`config.mk`:
```
export PLATFORM = sky130hd
export DESIGN_NAME = ddis_top
export DESIGN_NICKNAME = d
export VERILOG_FILES = /design/src/ddis_pkg.sv /design/src/ddis_dio_if.sv /design/src/ddis_dio_flags.sv /design/src/ddis_top.sv
export SDC_FILE = /design/constraint.sdc
export NUM_CORES = 1
export LEC_CHECK = 0
export BUFFER_PORTS_ARGS = -buffer_cell sky130_fd_sc_hd__buf_4
export CAP_MARGIN = 5
export CORE_MARGIN = 5
export CORE_UTILIZATION = 45
export DETAILED_ROUTE_END_ITERATION = 12
export PLACE_DENSITY = 0.69
export SYNTH_ARGS = -nofsm -noshare
export SYNTH_HDL_FRONTEND = slang
export SYNTH_SLANG_ARGS = --single-unit
```
`constraint.sdc`:
```
create_clock -name pclk -period 1.8 [get_ports pclk]
set_clock_uncertainty 0.15 [all_clocks]
set_input_delay 0.36 -clock pclk [delete_from_list [all_inputs] [get_ports pclk]]
set_output_delay 0.36 -clock pclk [all_outputs]
set_load 0.01 [all_outputs]
```
`src/ddis_pkg.sv`:
```
// Shared constants for the converter and digital I/O interrupt status block.
package ddis_pkg;

    localparam int ADDR_W = 12;
    localparam int DATA_W = 32;
    localparam int DIO_N  = 20;
    localparam int DAC_N  = 4;

    ////////////////////////////////////////////////////////////////////////////
    localparam logic [11:0] OFF_ERR_EN  = 12'h370;
    localparam logic [11:0] OFF_RISE_EN = 12'h374;
    localparam logic [11:0] OFF_FALL_EN = 12'h378;
    localparam logic [11:0] OFF_MAIN_EN = 12'h37C;
    localparam logic [11:0] OFF_MAIN    = 12'h384;
    localparam logic [11:0] OFF_ERR     = 12'h388;
    localparam logic [11:0] OFF_DIO     = 12'h38C;
    localparam logic [11:0] OFF_GCFG    = 12'h398;

    ////////////////////////////////////////////////////////////////////////////
    localparam int MAIN_DIO_SUM  = 31;
    localparam int MAIN_ERR_SUM  = 30;
    localparam int MAIN_FTIM     = 29;
    localparam int MAIN_FTRIG    = 28;
    localparam int MAIN_CONV_LSB = 16;
    localparam int MAIN_SEQ_DONE = 4;
    localparam int MAIN_BUF_DONE = 0;
    localparam int ERR_FRAME     = 19;
    localparam int ERR_TIME      = 18;
    localparam int ERR_DATA      = 17;
    localparam int ERR_XFER      = 16;
    localparam int ERR_FAULT_LSB = 0;
    localparam int GCFG_ACK      = 0;

    localparam logic [31:0] MAIN_LATCH_MASK = 32'h300F_0011;
    localparam logic [31:0] ERR_MASK        = 32'h000F_000F;
    localparam logic [31:0] DIO_MASK        = 32'h000F_FFFF;
    localparam logic [31:0] GCFG_MASK       = 32'h0000_0001;
    localparam logic [31:0] RST_ZERO        = 32'h0000_0000;

    localparam logic ACK_READ  = 1'b0;
    localparam logic ACK_WRITE = 1'b1;

endpackage

```
`src/ddis_dio_if.sv`:
```
// Carrier between the register front end and the digital I/O flag bank.
`timescale 1ns/100ps
interface ddis_dio_if;
    import ddis_pkg::*;
    logic [DIO_N-1:0] rise_en;
    logic [DIO_N-1:0] fall_en;
    logic [DIO_N-1:0] clr;
    logic [DIO_N-1:0] flags;
    modport ctl (output rise_en, output fall_en, output clr, input flags);
    modport flg (input rise_en, input fall_en, input clr, output flags);
endinterface

```
`src/ddis_dio_flags.sv`:
```
// Edge-triggered sticky flags for the digital I/O inputs.
`timescale 1ns/100ps
module ddis_dio_flags
    import ddis_pkg::*;
(
    input wire logic             pclk,
    input wire logic             presetn,
    input wire logic [DIO_N-1:0] dio_in,
    ddis_dio_if.flg              dio
);

    typedef struct packed {
        logic [DIO_N-1:0] prev;
        logic [DIO_N-1:0] flags;
    } ddis_dio_state_t;

    ddis_dio_state_t s;
    ddis_dio_state_t next_s;
    logic [DIO_N-1:0] edge_set;

    ////////////////////////////////////////////////////////////////////////////
    // An event in the same cycle as a clear survives, the set wins.
    always_comb begin
        next_s = s;
        edge_set = (dio.rise_en & dio_in & ~s.prev)
                 | (dio.fall_en & ~dio_in & s.prev);
        next_s.prev  = dio_in;
        next_s.flags = (s.flags & ~dio.clr) | edge_set;
    end

    always_ff @(posedge pclk or negedge presetn) begin
        if (!presetn) begin
            s <= '0;
        end else begin
            s <= next_s;
        end
    end

    assign dio.flags = s.flags;
endmodule // ddis_dio_flags

```
`src/ddis_top.sv`:
```
// APB interrupt status gathering for the converter and digital I/O board.
// Summary of operation
// Interrupt active while any main status bit set.
// Flags set only if enabled before event; error bit 16 (transfer error) is set without an enable.
// Acknowledge method chosen by configuration register.
// Bit 31 summarises digital I/O flags.
// Bit 30 summarises error status flags.
// Bit 29 latches frame timer expiry.
// Bit 28 latches frame trigger events.
// Bits 16-19 latch converter output updates.
// Update flags intended for manual update mode.
// Bit 4 latches sequencer conversions complete.
// Bit 0 latches sequencer buffer complete.
// Error bit 19 frame error; sequencer stops.
// Error bit 18 timing error; sequencer halts.
// Error bit 17 latches sequencer data error.
// Error bit 16 transfer error; engine stops.
// Error bits 0-3 latch converter fault pins.
// Per-converter fault enables gate flags, reset 0.
// Digital flags set on selected input edges.
// Read returns flags, then clears them.
// Reserved status bits read 0, ignore writes.
`timescale 1ns/100ps
module ddis_top
    import ddis_pkg::*;
(
    input  wire logic              pclk,
    input  wire logic              presetn,
    input  wire logic              psel,
    input  wire logic              penable,
    input  wire logic              pwrite,
    input  wire logic [ADDR_W-1:0] paddr,
    input  wire logic [DATA_W-1:0] pwdata,
    output logic      [DATA_W-1:0] prdata,
    output logic                   pready,
    output logic                   pslverr,
    input  wire logic              frame_timer_evt,
    input  wire logic              frame_trig_evt,
    input  wire logic [DAC_N-1:0]  dac_conv_evt,
    input  wire logic              seq_conv_done_evt,
    input  wire logic              seq_buf_done_evt,
    input  wire logic              seq_frame_err_evt,
    input  wire logic              seq_time_err_evt,
    input  wire logic              seq_data_err_evt,
    input  wire logic              seq_xfer_err_evt,
    input  wire logic [DAC_N-1:0]  dac_fault_n,
    input  wire logic [DIO_N-1:0]  dio_in,
    output logic                   irq_n,
    output logic                   seq_stop,
    output logic                   dma_stop
);

    typedef struct packed {
        logic              pready;
        logic              pslverr;
        logic [DATA_W-1:0] prdata;
        logic [DATA_W-1:0] main_en;
        logic [DATA_W-1:0] err_en;
        logic [DIO_N-1:0]  rise_en;
        logic [DIO_N-1:0]  fall_en;
        logic              ack_mode;
        logic [DATA_W-1:0] main;
        logic [DATA_W-1:0] err;
        logic [DAC_N-1:0]  fault_prev;
        logic              irq_n;
        logic              seq_stop;
        logic              dma_stop;
    } ddis_top_state_t;

    ddis_top_state_t   s;
    ddis_top_state_t   next_s;
    ddis_dio_if        dio ();
    logic              setup;
    logic              access;
    logic              hit;
    logic [DATA_W-1:0] rd;
    logic [DATA_W-1:0] main_view;
    logic [DATA_W-1:0] main_set;
    logic [DATA_W-1:0] err_set;
    logic [DATA_W-1:0] main_clr;
    logic [DATA_W-1:0] err_clr;
    logic [DATA_W-1:0] dio_clr;
    logic [DATA_W-1:0] dio_word;

    ////////////////////////////////////////////////////////////////////////////
    ddis_dio_flags u_dio (
        .pclk    (pclk),
        .presetn (presetn),
        .dio_in  (dio_in),
        .dio     (dio.flg)
    );

    assign dio.rise_en = s.rise_en;
    assign dio.fall_en = s.fall_en;
    assign dio.clr     = dio_clr[DIO_N-1:0];
    assign dio_word    = {{(DATA_W-DIO_N){1'b0}}, dio.flags};

    ////////////////////////////////////////////////////////////////////////////
    // Summary bits are computed on the fly so they can never go stale.
    always_comb begin
        main_view = s.main & MAIN_LATCH_MASK;
        main_view[MAIN_DIO_SUM] = |dio.flags;
        main_view[MAIN_ERR_SUM] = |(s.err & ERR_MASK);
    end

    ////////////////////////////////////////////////////////////////////////////
    // Register decode; read data is captured in the setup cycle and the slave
    // answers in the first access cycle with no wait state, so every bus output comes from a flip-flop.
    always_comb begin
        hit = 1'b1;
        rd  = RST_ZERO;
        unique case (paddr)
            OFF_ERR_EN:  rd = s.err_en & ERR_MASK;
            OFF_RISE_EN: rd = {{(DATA_W-DIO_N){1'b0}}, s.rise_en};
            OFF_FALL_EN: rd = {{(DATA_W-DIO_N){1'b0}}, s.fall_en};
            OFF_MAIN_EN: rd = s.main_en & MAIN_LATCH_MASK;
            OFF_MAIN:    rd = main_view;
            OFF_ERR:     rd = s.err & ERR_MASK;
            OFF_DIO:     rd = dio_word & DIO_MASK;
            OFF_GCFG:    rd = {{(DATA_W-1){1'b0}}, s.ack_mode};
            default:     hit = 1'b0;
        endcase
    end

    ////////////////////////////////////////////////////////////////////////////
    always_comb begin
        next_s = s;
        setup  = psel & ~penable;
        access = psel & penable & s.pready;

        next_s.pready  = setup;
        next_s.pslverr = setup & ~hit;
        next_s.prdata  = (setup & ~pwrite) ? rd : RST_ZERO;

        // Enables are the values held before this cycle, so an event arriving
        // with the enabling write leaves no record.
        main_set = RST_ZERO;
        main_set[MAIN_FTIM]  = frame_timer_evt & s.main_en[MAIN_FTIM];
        main_set[MAIN_FTRIG] = frame_trig_evt & s.main_en[MAIN_FTRIG];
        // Sequencer-driven updates also set these; software should ignore them then.
        main_set[MAIN_CONV_LSB +: DAC_N] =
            dac_conv_evt & s.main_en[MAIN_CONV_LSB +: DAC_N];
        main_set[MAIN_SEQ_DONE] = seq_conv_done_evt & s.main_en[MAIN_SEQ_DONE];
        main_set[MAIN_BUF_DONE] = seq_buf_done_evt & s.main_en[MAIN_BUF_DONE];

        err_set = RST_ZERO;
        err_set[ERR_FRAME] = seq_frame_err_evt & s.err_en[ERR_FRAME];
        err_set[ERR_TIME]  = seq_time_err_evt & s.err_en[ERR_TIME];
        err_set[ERR_DATA]  = seq_data_err_evt & s.err_en[ERR_DATA];
        // The transfer error is recorded without an enable gate.
        err_set[ERR_XFER]  = seq_xfer_err_evt;
        err_set[ERR_FAULT_LSB +: DAC_N] = s.fault_prev & ~dac_fault_n
            & s.err_en[ERR_FAULT_LSB +: DAC_N];

        // Read-clear only drops the bits that were returned, so an event that
        // lands between capture and completion is kept.
        main_clr = RST_ZERO;
        err_clr  = RST_ZERO;
        dio_clr  = RST_ZERO;
        if (access) begin
            if (!pwrite && s.ack_mode == ACK_READ) begin
                unique case (paddr)
                    OFF_MAIN: main_clr = s.prdata;
                    OFF_ERR:  err_clr  = s.prdata;
                    OFF_DIO:  dio_clr  = s.prdata;
                    default:  main_clr = RST_ZERO;
                endcase
            end
            if (pwrite && s.ack_mode == ACK_WRITE) begin
                unique case (paddr)
                    OFF_MAIN: main_clr = pwdata;
                    OFF_ERR:  err_clr  = pwdata;
                    OFF_DIO:  dio_clr  = pwdata;
                    default:  main_clr = RST_ZERO;
                endcase
            end
            if (pwrite) begin
                unique case (paddr)
                    OFF_ERR_EN:  next_s.err_en  = pwdata & ERR_MASK;
                    OFF_RISE_EN: next_s.rise_en = pwdata[DIO_N-1:0];
                    OFF_FALL_EN: next_s.fall_en = pwdata[DIO_N-1:0];
                    OFF_MAIN_EN: next_s.main_en = pwdata & MAIN_LATCH_MASK;
                    OFF_GCFG:    next_s.ack_mode = pwdata[GCFG_ACK];
                    default:     next_s.ack_mode = s.ack_mode;
                endcase
            end
        end

        next_s.main = ((s.main & ~main_clr) | main_set) & MAIN_LATCH_MASK;
        next_s.err  = ((s.err & ~err_clr) | err_set) & ERR_MASK;
        next_s.fault_prev = dac_fault_n;
        next_s.irq_n    = ~(|main_view);
        next_s.seq_stop = seq_frame_err_evt | seq_time_err_evt;
        next_s.dma_stop = seq_xfer_err_evt;
    end

    ////////////////////////////////////////////////////////////////////////////
    // The fault history resets high so a pin already low at release counts
    // as a fresh assertion.
    always_ff @(posedge pclk or negedge presetn) begin
        if (!presetn) begin
            s <= '0;
            s.fault_prev <= '1;
            s.irq_n <= 1'b1;
        end else begin
            s <= next_s;
        end
    end

    assign prdata   = s.prdata;
    assign pready   = s.pready;
    assign pslverr  = s.pslverr;
    assign irq_n    = s.irq_n;
    assign seq_stop = s.seq_stop;
    assign dma_stop = s.dma_stop;
endmodule // ddis_top

```
## Word-level counts from Yosys, hierarchy flattened

Cells that the tools add are included.

| operators by class | value |
|---|---|
| equality and inequality tests | 8 |
| reduce and logical (&&, ||, !) cells | 13 |
| mux-type cells | 18 |
| bitwise logic cells | 38 |

Operators by type and width:

| cell | number |
|---|---|
| 32-bit case mux with 8 select lines | 1 |
| 20-bit 2-to-1 mux | 10 |
| 20-bit bitwise AND | 6 |
| 30-bit 2-to-1 mux | 4 |
| 12-bit by 10-bit == test with 1-bit output, second input constant | 8 |
| 20-bit NOT | 4 |
| 20-bit OR | 3 |
| 30-bit case mux with 2 select lines | 1 |
| 36-bit OR reduction | 1 |
| 32-bit 2-to-1 mux | 1 |
| 30-bit bitwise AND | 1 |
| 30-bit NOT | 1 |
| 30-bit OR | 1 |
| 20-bit OR reduction | 1 |
| 8-bit OR reduction | 2 |
| 3-bit AND reduction | 5 |
| 1-bit bitwise AND | 12 |
| 4-bit bitwise AND | 3 |
| 1-bit NOT | 5 |
| 4-bit NOT | 1 |
| 1-bit logical AND | 2 |
| 2-bit OR reduction | 1 |
| 1-bit zero test | 1 |
| 1-bit 2-to-1 mux | 1 |
| 1-bit OR | 1 |

| word-level totals | value |
|---|---|
| logic and storage cells | 93 |
| output and inout bits | 37 |
| register bits after elaboration | 154 |

## Longest topological paths before layout

Gate-level depths: netlist of the first run.

| depth | value |
|---|---|
| depth after elaboration | 9 |
| mapped depth | 7 |

## Hierarchy

Synthesis of the first run repeated with hierarchy kept, for this count alone.

| unflattened totals | value |
|---|---|
| cell total of the unflattened synthesis | 591 |
| area total of the unflattened synthesis | 7373.3 um^2 |

Modules (own cells, without submodules):

| module | instances | cells an instance | area an instance (um^2) |
|---|---|---|---|
| ddis_top | 1 | 451 | 5625.4 |
| ddis_dio_flags | 1 | 140 | 1747.9 |

## Worst setup path before layout of the first run

Ideal clock, no wire load.

| timing path | value |
|---|---|
| kind | in2reg |
| from | in paddr[11] |
| to | reg s[112] in the netlist's numbering |
| path slack | -0.701 ns |
| library setup time | 0.125 ns |
| data required time | 1.525 ns |
| buffers on the path | 2 |
| arrival time | 2.226 ns |
| cell stages on the path | 6 |
| path through | or4_4 buf_6 nor3_4 or4b_1 buf_6 mux2_4 |

| on the way | value |
|---|---|
| cells in the longest elaborated chain, start to end | 2 |

RTL lines:

| what | RTL line | text |
|---|---|---|
| start: declaration | ddis_top.sv:32 | `input wire logic [ADDR_W-1:0] paddr,` |
| 12-bit by 10-bit == test with 1-bit output | ddis_top.sv:178 | `unique case (paddr)` |
| 3-bit AND reduction (no line) | n/a |  |
| end signal: assignment | ddis_top.sv:206 | `s <= next_s;` |
| end: declaration | ddis_top.sv:70 | `ddis_top_state_t s;` |

Every way passes these cells.
A chain may end at the register's enable or synchronous reset.

## Worst setup path in the final report of the first run

| timing path | value |
|---|---|
| from | in paddr[11] |
| to | reg s[130] in the netlist's numbering |

Same word-level chain as after synthesis.

==> flow_summary_export.csv, run 1 <==
group,metric,value,unit
run_status,outcome,"finished, violations left",
run_status,violations,"negative setup slack",
routing,routedWlPerCell,22.8,um
die,die_area,17400,sq um
global_routing,overflow,0,
routing,dr.first_iter.drc_count,396,
timing,max_slew_margin,0.389,
timing,rsz0062_at_grt,"true",
yosys,synth-edff-count,0,
routing,vias,5622,
pwr,pwr_density_cell,752,nW/um^2
global_routing,track_usage,0.238,
critical_path,critPathSlowestCell,"or4_4",
pwr,swShare,0.235,
final_layout,nets,822,
cts,h-tree-depth,4,
routing,drt-vias-per-instance,6.02,
cts,cts_tree,"built",
yosys,syn_inst,560,
yosys,synth_cell_types,47,
placed_design,gp_congestion,0.915,
die,num_rows,44,
cts,numCtsBuffers,17,
timing,fin_ws,-0.205,ns
die,dieHeight,132,um
global_routing,grt_antenna_before_repair,0,
timing,fin_tns_setup,-12.23,ns
pwr,ir_drop,0.646,mV
pwr,power.leakage,4.27,nW
yosys,synth_seq_cells,146,
timing,drv_slew,0,
flow_run,maxCapViolations,0,
timing,fin_crit_sh,1.11,
global_routing,grt_max_degree,49,
cts,clk_path_buf_depth,2,
global_routing,grt_pass1_wl,32600,um
placed_design,dp_hpwl,13900,um
cts,clock_sink_count,146,
pwr,power_frac_comb,0.078,
yosys,async_reset_ff_frac,1.00,
pwr,power,7.28,mW
routing,ant_nets,0,
worst_hold_path,min_path_type,"in -> reg",
routing,remaining_drc_errors,0,
critical_path,endpoint_kind,"flop",
timing,tightest_slew,0.914,ns
timing,period_needed,2.00,ns
critical_path,max_stage_delay,0.59,ns
critical_path,worst_ep_arrival_time,2.16,ns
critical_path,startpoint_type,"input port",
timing,max_freq,499,MHz
cts,cts-root-buf,"clkbuf_16",
yosys,ys.flop_type,"dfrtp_1",
die,initial_core_util,0.460,
timing,hold_violations,0,
yosys,yosysWarnings,0,
final_layout,fin_util,0.666,
critical_path,required,1.96,ns
yosys,synth-seq-area-share,0.547,
cts,path_clk_slew,0.06,ns
yosys,synth.avg_cell_area,12.0,sq um
critical_path,path_class,"in -> reg",
pwr,p_switching,1.71,mW
critical_path,cp_max_fo,5,
final_layout,area_growth,44.7,%
die,die_w,132,um
routing,drtPass1Iterations,6,
routing,wl,21300,um
final_layout,drive_gt1_frac,0.460,
cts,clkLatencyLatePin,0.43,ns
global_routing,grt_pass1_vias,5856,
pwr,seq_power_share,0.462,
pwr,p_int,5.57,mW
die,design.core.area,14500,sq um
final_layout,n_antenna_cell,0,
timing,setup_viol,105,
critical_path,cp_cell_sequence,"buf_6 > or4_4 > nor3_4 > or4b_4 > buf_8 > mux2_4",
placed_design,port_buffers,103,
final_layout,final_cell_area,9680,sq um
critical_path,cp.buffers_inverters,2,
placed_design,placed_area,7970,sq um
yosys,syn-cell-area,6690,sq um
critical_path,path_delay_family,"simple AND/OR/NAND/NOR gates",
timing,fin_hold_ws,0.0169,ns
pwr,clockPowerShare,0.460,
die,ios,122,
final timing paths:
check	slack, ns	end	start	cells after the start
setup / recovery	-0.20	s[130]	paddr[11]	6
hold / removal	0.02	s[26]	seq_frame_err_evt	3
setup reg to reg	-0.18	u_dio.dio.flags[19]	pready	5
hold reg to reg	0.33	u_dio.dio.flags[19]	u_dio.s[39]	1
max in group asynchronous	0.68	s[6]	presetn	3
min in group asynchronous	0.24	dma_stop	presetn	2
cells in the final DEF (no fill, tap or decap), types with 6 or more instances in the layout:
master         instances
buf_4                147
dfrtp_1              141
mux2_4                57
nand2_1               56
dlygate4sd3_1         36
a22oi_1               29
nand3b_1              24
o211ai_1              21
o31ai_4               18
clkbuf_16             18
nor2_1                15
buf_6                 15
o31ai_2               14
a222oi_1               8
nor4_1                 8
conb_1                 8
buf_12                 8
nor2_2                 7
mux2_2                 7
a22o_1                 7
and2_1                 6
a21oi_2                6
clkinv_2               6
layout make-up:
class | count | area [sq um]
tap | 184 | 230
fill | 1042 | 4850
clock inverter | 13 | 109
sequential | 146 | 3660
multi-input combinational | 358 | 3310
clock buffer | 19 | 453
inverter | 1 | 3.75
timing repair buffer | 213 | 1920
metal layers:
layer  wire length [um]  track usage  vias to the layer above
met2              10300        0.369                      271
met3               1500       0.0634                       48
met1               8770        0.312                     2886
li1                   -            -                     2417
met5                  0            0                        -
met4                646        0.110                        0
power by group through the flow:
stage	Sequential, mW	Clock (mW)	Combinational (mW)
finish	3.36	3.35	0.567
global route	3.37	3.54	0.611
CTS	3.36	3.41	0.553
detailed placement	3.42	0	0.462
global placement	3.42	0	0.451
floorplan	3.41	0	0.124
cells by family (layout without fill, tap and decap cells):
kind of cell / Yosys count / in the layout / synth area share
AOI/OAI and AO/OA: 122 / 122 / 0.137
and+or+nand+nor: 156 / 156 / 0.129
DFF: 146 / 146 / 0.547
buffers and inverters: 63 / 246 / 0.0570
muxes: 72 / 72 / 0.130
other: 1 / 8 / 0.000560
cells in the mapped netlist, types with 11 or more instances:
master	number	area share
dfrtp_1	141	0.53
mux2_2	56	0.094
nand2_1	56	0.031
o31ai_1	36	0.040
buf_4	32	0.036
a22oi_1	31	0.035
nand3b_1	24	0.027
nor2_1	23	0.013
o211ai_1	21	0.024
clkbuf_1	16	0.0090
nor4_1	11	0.010
per-stage QoR:
step	worst slack, ns	std cells
final	-0.205	934
after global routing	-0.237	934
after CTS	-0.176	926
after detailed placement	-0.736	855
after global placement	-0.667	855
after floorplan	-0.655	567
flip-flops by register name, indices dropped and copies added (netlist names):
signal / flops
u_dio.dio.flags: 20
irq_n: 1
dio.fall_en: 20
prdata: 24
dio.rise_en: 20
u_dio.s: 20
pslverr: 1
seq_stop: 1
dma_stop: 1
pready: 1
s: 29
main_view: 8
worst min-delay path: stages:
cell,delay [ns]
buf_4,0.11
nand2_1,0.05
nand2_1,0.05
timing repair:
item / CTS / global route
resized for setup: 107 / 41
setup endpoints to repair: 93 / 96
buffers inserted: 2 / 6
hold buffers: 36 / 0
pin swaps: 28 / 22
cloned: 2 / 3
hold endpoints to repair: 95 / 0
No activity file was read; power rests on OpenSTA's default activity.
==> run 2: changes to the inputs <==
--- a/config.mk
+++ b/config.mk
@@ -11,6 +11,7 @@
 export CORE_UTILIZATION = 45
 export DETAILED_ROUTE_END_ITERATION = 12
 export PLACE_DENSITY = 0.69
+export SETUP_SLACK_MARGIN = 0.5
 export SYNTH_ARGS = -nofsm -noshare
 export SYNTH_HDL_FRONTEND = slang
 export SYNTH_SLANG_ARGS = --single-unit
==> flow_summary_export.csv, run 2 (synthesized netlist as in run 1, its figures left out) <==
group,metric,value,unit
routing,wl,22200,um
critical_path,worst_ep_arrival_time,2.20,ns
critical_path,r2r-start,"pready",
routing,dr.first_iter.drc_count,437,
die,num_rows,44,
cts,clk_path_buf_depth,2,
global_routing,grt_use_met3,0.0542,
critical_path,endpoint_kind,"flop",
cts,cts_tree,"built",
routing,drtPass1Iterations,6,
global_routing,grt_pass1_wl,32600,um
final_layout,largest-register,"s",
placed_design,dp_worst_setup_slack,-0.763,ns
timing,setup_viol,92,
cts,numCtsBuffers,17,
timing,fin_ws,-0.240,ns
global_routing,track_usage,0.240,
worst_hold_path,min_path_type,"in -> reg",
final_layout,n_antenna_cell,0,
placed_design,port_buffers,103,
final_layout,largest_reg_flops,29,
run_status,outcome,"finished, violations left",
global_routing,use_met2,0.385,
die,die_area,17400,sq um
timing,drv_slew,0,
timing,hold_violations,0,
critical_path,startpoint_type,"input port",
timing,fin_tns_setup,-15.09,ns
routing,remaining_drc_errors,0,
critical_path,crit_top_cell,"buf_6",
cts,h-tree-depth,4,
timing,fin_hold_ws,0.0283,ns
final_layout,nets,846,
timing,tightest_slew,0.851,ns
routing,vias,5747,
critical_path,path_class,"in -> reg",
routing,routedWlPerCell,23.2,um
critical_path,cp_cell_sequence,"buf_6 > or4_4 > nor3_4 > or4b_4 > buf_6 > mux2_4",
timing,period_needed,2.04,ns
placed_design,gp_congestion,0.974,
cts,clock_sink_count,146,
final_layout,nFillCells,993,
routing,ant_nets,0,
die,ios,122,
routing,drt-vias-per-instance,6.00,
critical_path,max_stage_delay,0.59,ns
die,dieHeight,132,um
critical_path,cp_max_fo,5,
timing,rsz0062_at_grt,"true",
critical_path,required,1.96,ns
run_status,violations,"negative setup slack",
final_layout,mostFrequentLayoutCells,"141 x dfrtp_1, 134 x buf_4, 56 x mux2_4, 55 x nand2_1, 49 x buf_6",
critical_path,cp-startpoint,"paddr[0]",
final_layout,drive_gt1_frac,0.468,
cts,path_clk_slew,0.06,ns
global_routing,grt_max_degree,44,
die,initial_core_util,0.460,
flow_run,maxCapViolations,0,
worst_hold_path,worstHoldStart,"pwdata[5]",
die,design.core.area,14500,sq um
global_routing,overflow,0,
pwr,pwr_density_cell,732,nW/um^2
cts,cts-root-buf,"clkbuf_16",
timing,max_slew_margin,0.431,
die,die_w,132,um
global_routing,grt_antenna_before_repair,0,
final_layout,fin_util,0.698,
timing,max_freq,490,MHz
final_layout,area_growth,51.7,%
pwr,ir_drop,0.736,mV
final_layout,final_common_cell,"dfrtp_1",
pwr,power.leakage,4.51,nW
cts,clkLatencyLatePin,0.43,ns
placed_design,dp_hpwl,13800,um
critical_path,critPathSlowestCell,"or4_4",
global_routing,grt_pass1_vias,5815,
global_routing,gr-max-usage-layer,"met2",
global_routing,use_met1,0.313,
timing,fin_crit_sh,1.13,
run 2: cell count changes in the layout (fill, tap and decap cells not counted), moves of 3 or more:
cell       delta
buf_6        +34
buf_4        -13
o31ai_4       +7
a21oi_1       +6
a21oi_2       -6
nor2_2        -5
o31ai_2       -4
buf_8         -3
clkbuf_16     +3
clkinv_2      -3
clkinv_4      +3
nor2_1        +3
o31ai_1       -3
run 2: worst paths after layout:
check	to	cells past startpoint	slack [ns]
max in group asynchronous	u_dio.s[33]	3	0.65
min in group asynchronous	u_dio.s[21]	2	0.28
setup / recovery	s[114]	6	-0.24
hold / removal	dio.rise_en[5]	2	0.03
setup reg to reg	u_dio.dio.flags[11]	5	-0.22
hold reg to reg	u_dio.dio.flags[14]	1	0.33
run 2: repair_timing:
action / CTS / global route
pin swaps: 9 / 34
resized for setup: 79 / 101
hold buffers: 38 / 0
endpoints found under the setup margin: 148 / 148
setup buffers: 16 / 13
hold endpoints to repair: 78 / 0
gates cloned: 2 / 5
run 2: worst max-delay path: cells and delay by family:
family / cells / cell delay [ns]
buffers and inverters: 2 / 0.26
multiplexers: 1 / 0.30
AND/OR/NAND/NOR: 3 / 1.29
run 2: layer usage:
layer | routed length, um | part of all wire | up-vias
met4 | 826 | 0.037 | 0
met2 | 11100 | 0.50 | 279
met3 | 1450 | 0.065 | 64
met1 | 8860 | 0.40 | 2933
met5 | 0 | 0 | -
li1 | - | - | 2471
run 2: power breakdown:
part | leakage (nW) | total (mW) | switching (mW) | internal (mW)
Clock | 0.280 | 3.48 | 1.40 | 2.08
Combinational | 2.30 | 0.589 | 0.302 | 0.287
Sequential | 1.94 | 3.37 | 0.0378 | 3.33
run 2: layout make-up:
cell class                 instances  area [sq um]  share of cell area
inverter                           1          3.75            0.000370
clock buffer                      20           447              0.0440
multi-input combinational        358          3410               0.336
tap                              184           230              0.0227
clock inverter                    12           134              0.0132
sequential                       146          3660               0.361
timing repair buffer             237          2270               0.223
run 2: metrics by stage:
step           cell area (sq um)  total power, mW  cells
3_3_place_gp                7990             3.87    852
6_report                   10100             7.43    958
4_1_cts                     9390             7.43    940
2_1_floorplan               6860             3.54    567
5_1_grt                    10100             7.66    958
3_5_place_dp                7990             3.88    852
==> run 3: changes to the inputs <==
--- a/config.mk
+++ b/config.mk
@@ -10,7 +10,8 @@
 export CORE_MARGIN = 5
 export CORE_UTILIZATION = 45
 export DETAILED_ROUTE_END_ITERATION = 12
-export PLACE_DENSITY = 0.69
+export MAX_ROUTING_LAYER = met4
+export PLACE_DENSITY = 0.67
 export SETUP_SLACK_MARGIN = 0.5
 export SYNTH_ARGS = -nofsm -noshare
 export SYNTH_HDL_FRONTEND = slang
==> constraint.sdc (replaced) <==
create_clock -name pclk -period 1.9 [get_ports pclk]
set_clock_uncertainty 0.15 [all_clocks]
set_input_delay 0.38 -clock pclk [delete_from_list [all_inputs] [get_ports pclk]]
set_output_delay 0.38 -clock pclk [all_outputs]
set_load 0.01 [all_outputs]
==> flow_summary_export.csv, run 3 (synthesized netlist as in run 1, its figures left out) <==
group,metric,value,unit
run_status,outcome,"finished, violations left",
run_status,violations,"negative setup slack",
final_layout,largest_reg_flops,29,
routing,vias,5724,
placed_design,dpl.cell_count,855,
cts,h-tree-depth,4,
cts,clk_path_buf_depth,2,
final_layout,final_common_cell,"dfrtp_1",
critical_path,path_class,"in -> reg",
pwr,power.leakage,4.48,nW
die,die_area,17400,sq um
routing,routedWlPerCell,22.7,um
timing,fin_tns_setup,-6.69,ns
placed_design,gp_congestion,0.913,
timing,fin_crit_sh,1.09,
global_routing,track_usage,0.247,
die,die_w,132,um
timing,fin_ws,-0.164,ns
cts,cts_tree,"built",
global_routing,grt_antenna_before_repair,0,
timing,rsz0062_at_grt,"true",
critical_path,max_stage_delay,0.59,ns
die,dieHeight,132,um
final_layout,n_antenna_cell,0,
timing,fin_hold_ws,0.0285,ns
final_layout,fin_util,0.684,
pwr,pwr_density_cell,756,nW/um^2
die,ios,122,
timing,setup_viol,95,
final_layout,largest-register,"s",
timing,hold_violations,0,
cts,clkLatencyLatePin,0.43,ns
critical_path,cp_max_fo,18,
critical_path,critPathSlowestCell,"or4_4",
timing,period_needed,2.06,ns
critical_path,required,2.03,ns
critical_path,endpoint_kind,"flop",
cts,path_clk_slew,0.06,ns
die,num_rows,44,
routing,drt-vias-per-instance,6.04,
final_layout,area_growth,48.5,%
worst_hold_path,min_path_type,"in -> reg",
cts,numCtsBuffers,17,
timing,tightest_slew,0.588,ns
global_routing,overflow,0,
cts,cts-root-buf,"clkbuf_16",
global_routing,grt_max_degree,40,
pwr,ir_drop,0.618,mV
critical_path,cp_cell_sequence,"buf_6 > or4_4 > or4_4 > buf_12 > o31ai_2 > o211ai_1",
critical_path,r2r_setup_slack,-0.06,ns
flow_run,maxCapViolations,0,
routing,wl,21500,um
placed_design,dp_hpwl,13900,um
timing,max_freq,484,MHz
global_routing,grt_pass1_vias,5861,
final_layout,drive_gt1_frac,0.453,
cts,clock_sink_count,146,
placed_design,port_buffers,103,
routing,drtPass1Iterations,6,
timing,max_slew_margin,0.608,
routing,dr.first_iter.drc_count,655,
critical_path,startpoint_type,"input port",
die,design.core.area,14500,sq um
pwr,power,7.51,mW
die,initial_core_util,0.460,
final_layout,nFillCells,1011,
timing,drv_slew,0,
final_layout,final_cells,948,
critical_path,crit_top_cell,"or4_4",
final_layout,mostFrequentLayoutCells,"140 x dfrtp_1, 128 x buf_4, 56 x mux2_4, 55 x nand2_1, 50 x buf_6",
critical_path,worst_ep_arrival_time,2.20,ns
routing,ant_nets,0,
global_routing,grt_pass1_wl,32700,um
routing,remaining_drc_errors,0,
final_layout,nets,836,
==> run 3: cell count changes in the layout (fill, tap and decap cells not counted), sizes merged <==
cell,previous run,this run
bufinv,2,6
clkinv,7,6
clkbuf,24,19
dlygate4sd3,38,31
inv,2,1
==> run 3: critical path: cells and delay by family <==
| kind | cells | cell delay, ns |
|---|---|---|
| AND/OR/NAND/NOR | 2 | 1.16 |
| AO/OA/AOI/OAI | 2 | 0.37 |
| buffers and inverters | 2 | 0.28 |
==> run 3: repair_timing <==
item / in CTS / in global routing
setup buffers: 18 / 9
cloned: 2 / 1
pin swaps: 14 / 19
endpoints found under the setup margin: 147 / 148
resized for setup: 107 / 50
hold buffers: 31 / 0
endpoints found under the hold margin: 61 / 0
==> run 3: final cells by class <==
cell class / count / area, sq um / area share
clock buffer: 18 / 429 / 0.0432
clock inverter: 14 / 236 / 0.0238
inverter: 1 / 3.75 / 0.000378
multi-input combinational: 358 / 3190 / 0.321
sequential: 146 / 3660 / 0.368
tap: 184 / 230 / 0.0232
timing repair buffer: 227 / 2180 / 0.220
==> run 3: final timing paths <==
kind                                   start                   to  cells past startpoint
min reg2reg                      u_dio.s[33]  u_dio.dio.flags[13]                      1
min                        seq_conv_done_evt         main_view[4]                      3
max reg2reg                           pready               s[129]                      5
max in group asynchronous            presetn      dio.fall_en[10]                      3
max                                paddr[11]   u_dio.dio.flags[8]                      6
min in group asynchronous            presetn       dio.fall_en[8]                      2
==> run 3: routing by layer <==
layer / GRT usage / routed length [um] / vias to the layer above
li1: - / - / 2443
met1: 0.317 / 8810 / 2927
met2: 0.383 / 10400 / 302
met3: 0.0592 / 1680 / 52
met4: 0.0909 / 546 / 0
met5: - / 0 / -
==> run 3: power breakdown <==
part           switching [mW]  leakage [nW]  internal [mW]  total, mW
sequential             0.0324          1.94           3.16       3.19
clock                    1.32         0.320           2.46       3.78
combinational           0.275          2.22          0.266      0.541
==> run 3: stage by stage <==
step	cell area (sq um)	setup WS, ns
2_1_floorplan	6860	-0.575
3_3_place_gp	7980	-0.599
3_5_place_dp	7980	-0.680
4_1_cts	9600	-0.106
5_1_grt	9940	-0.206
6_report	9940	-0.164
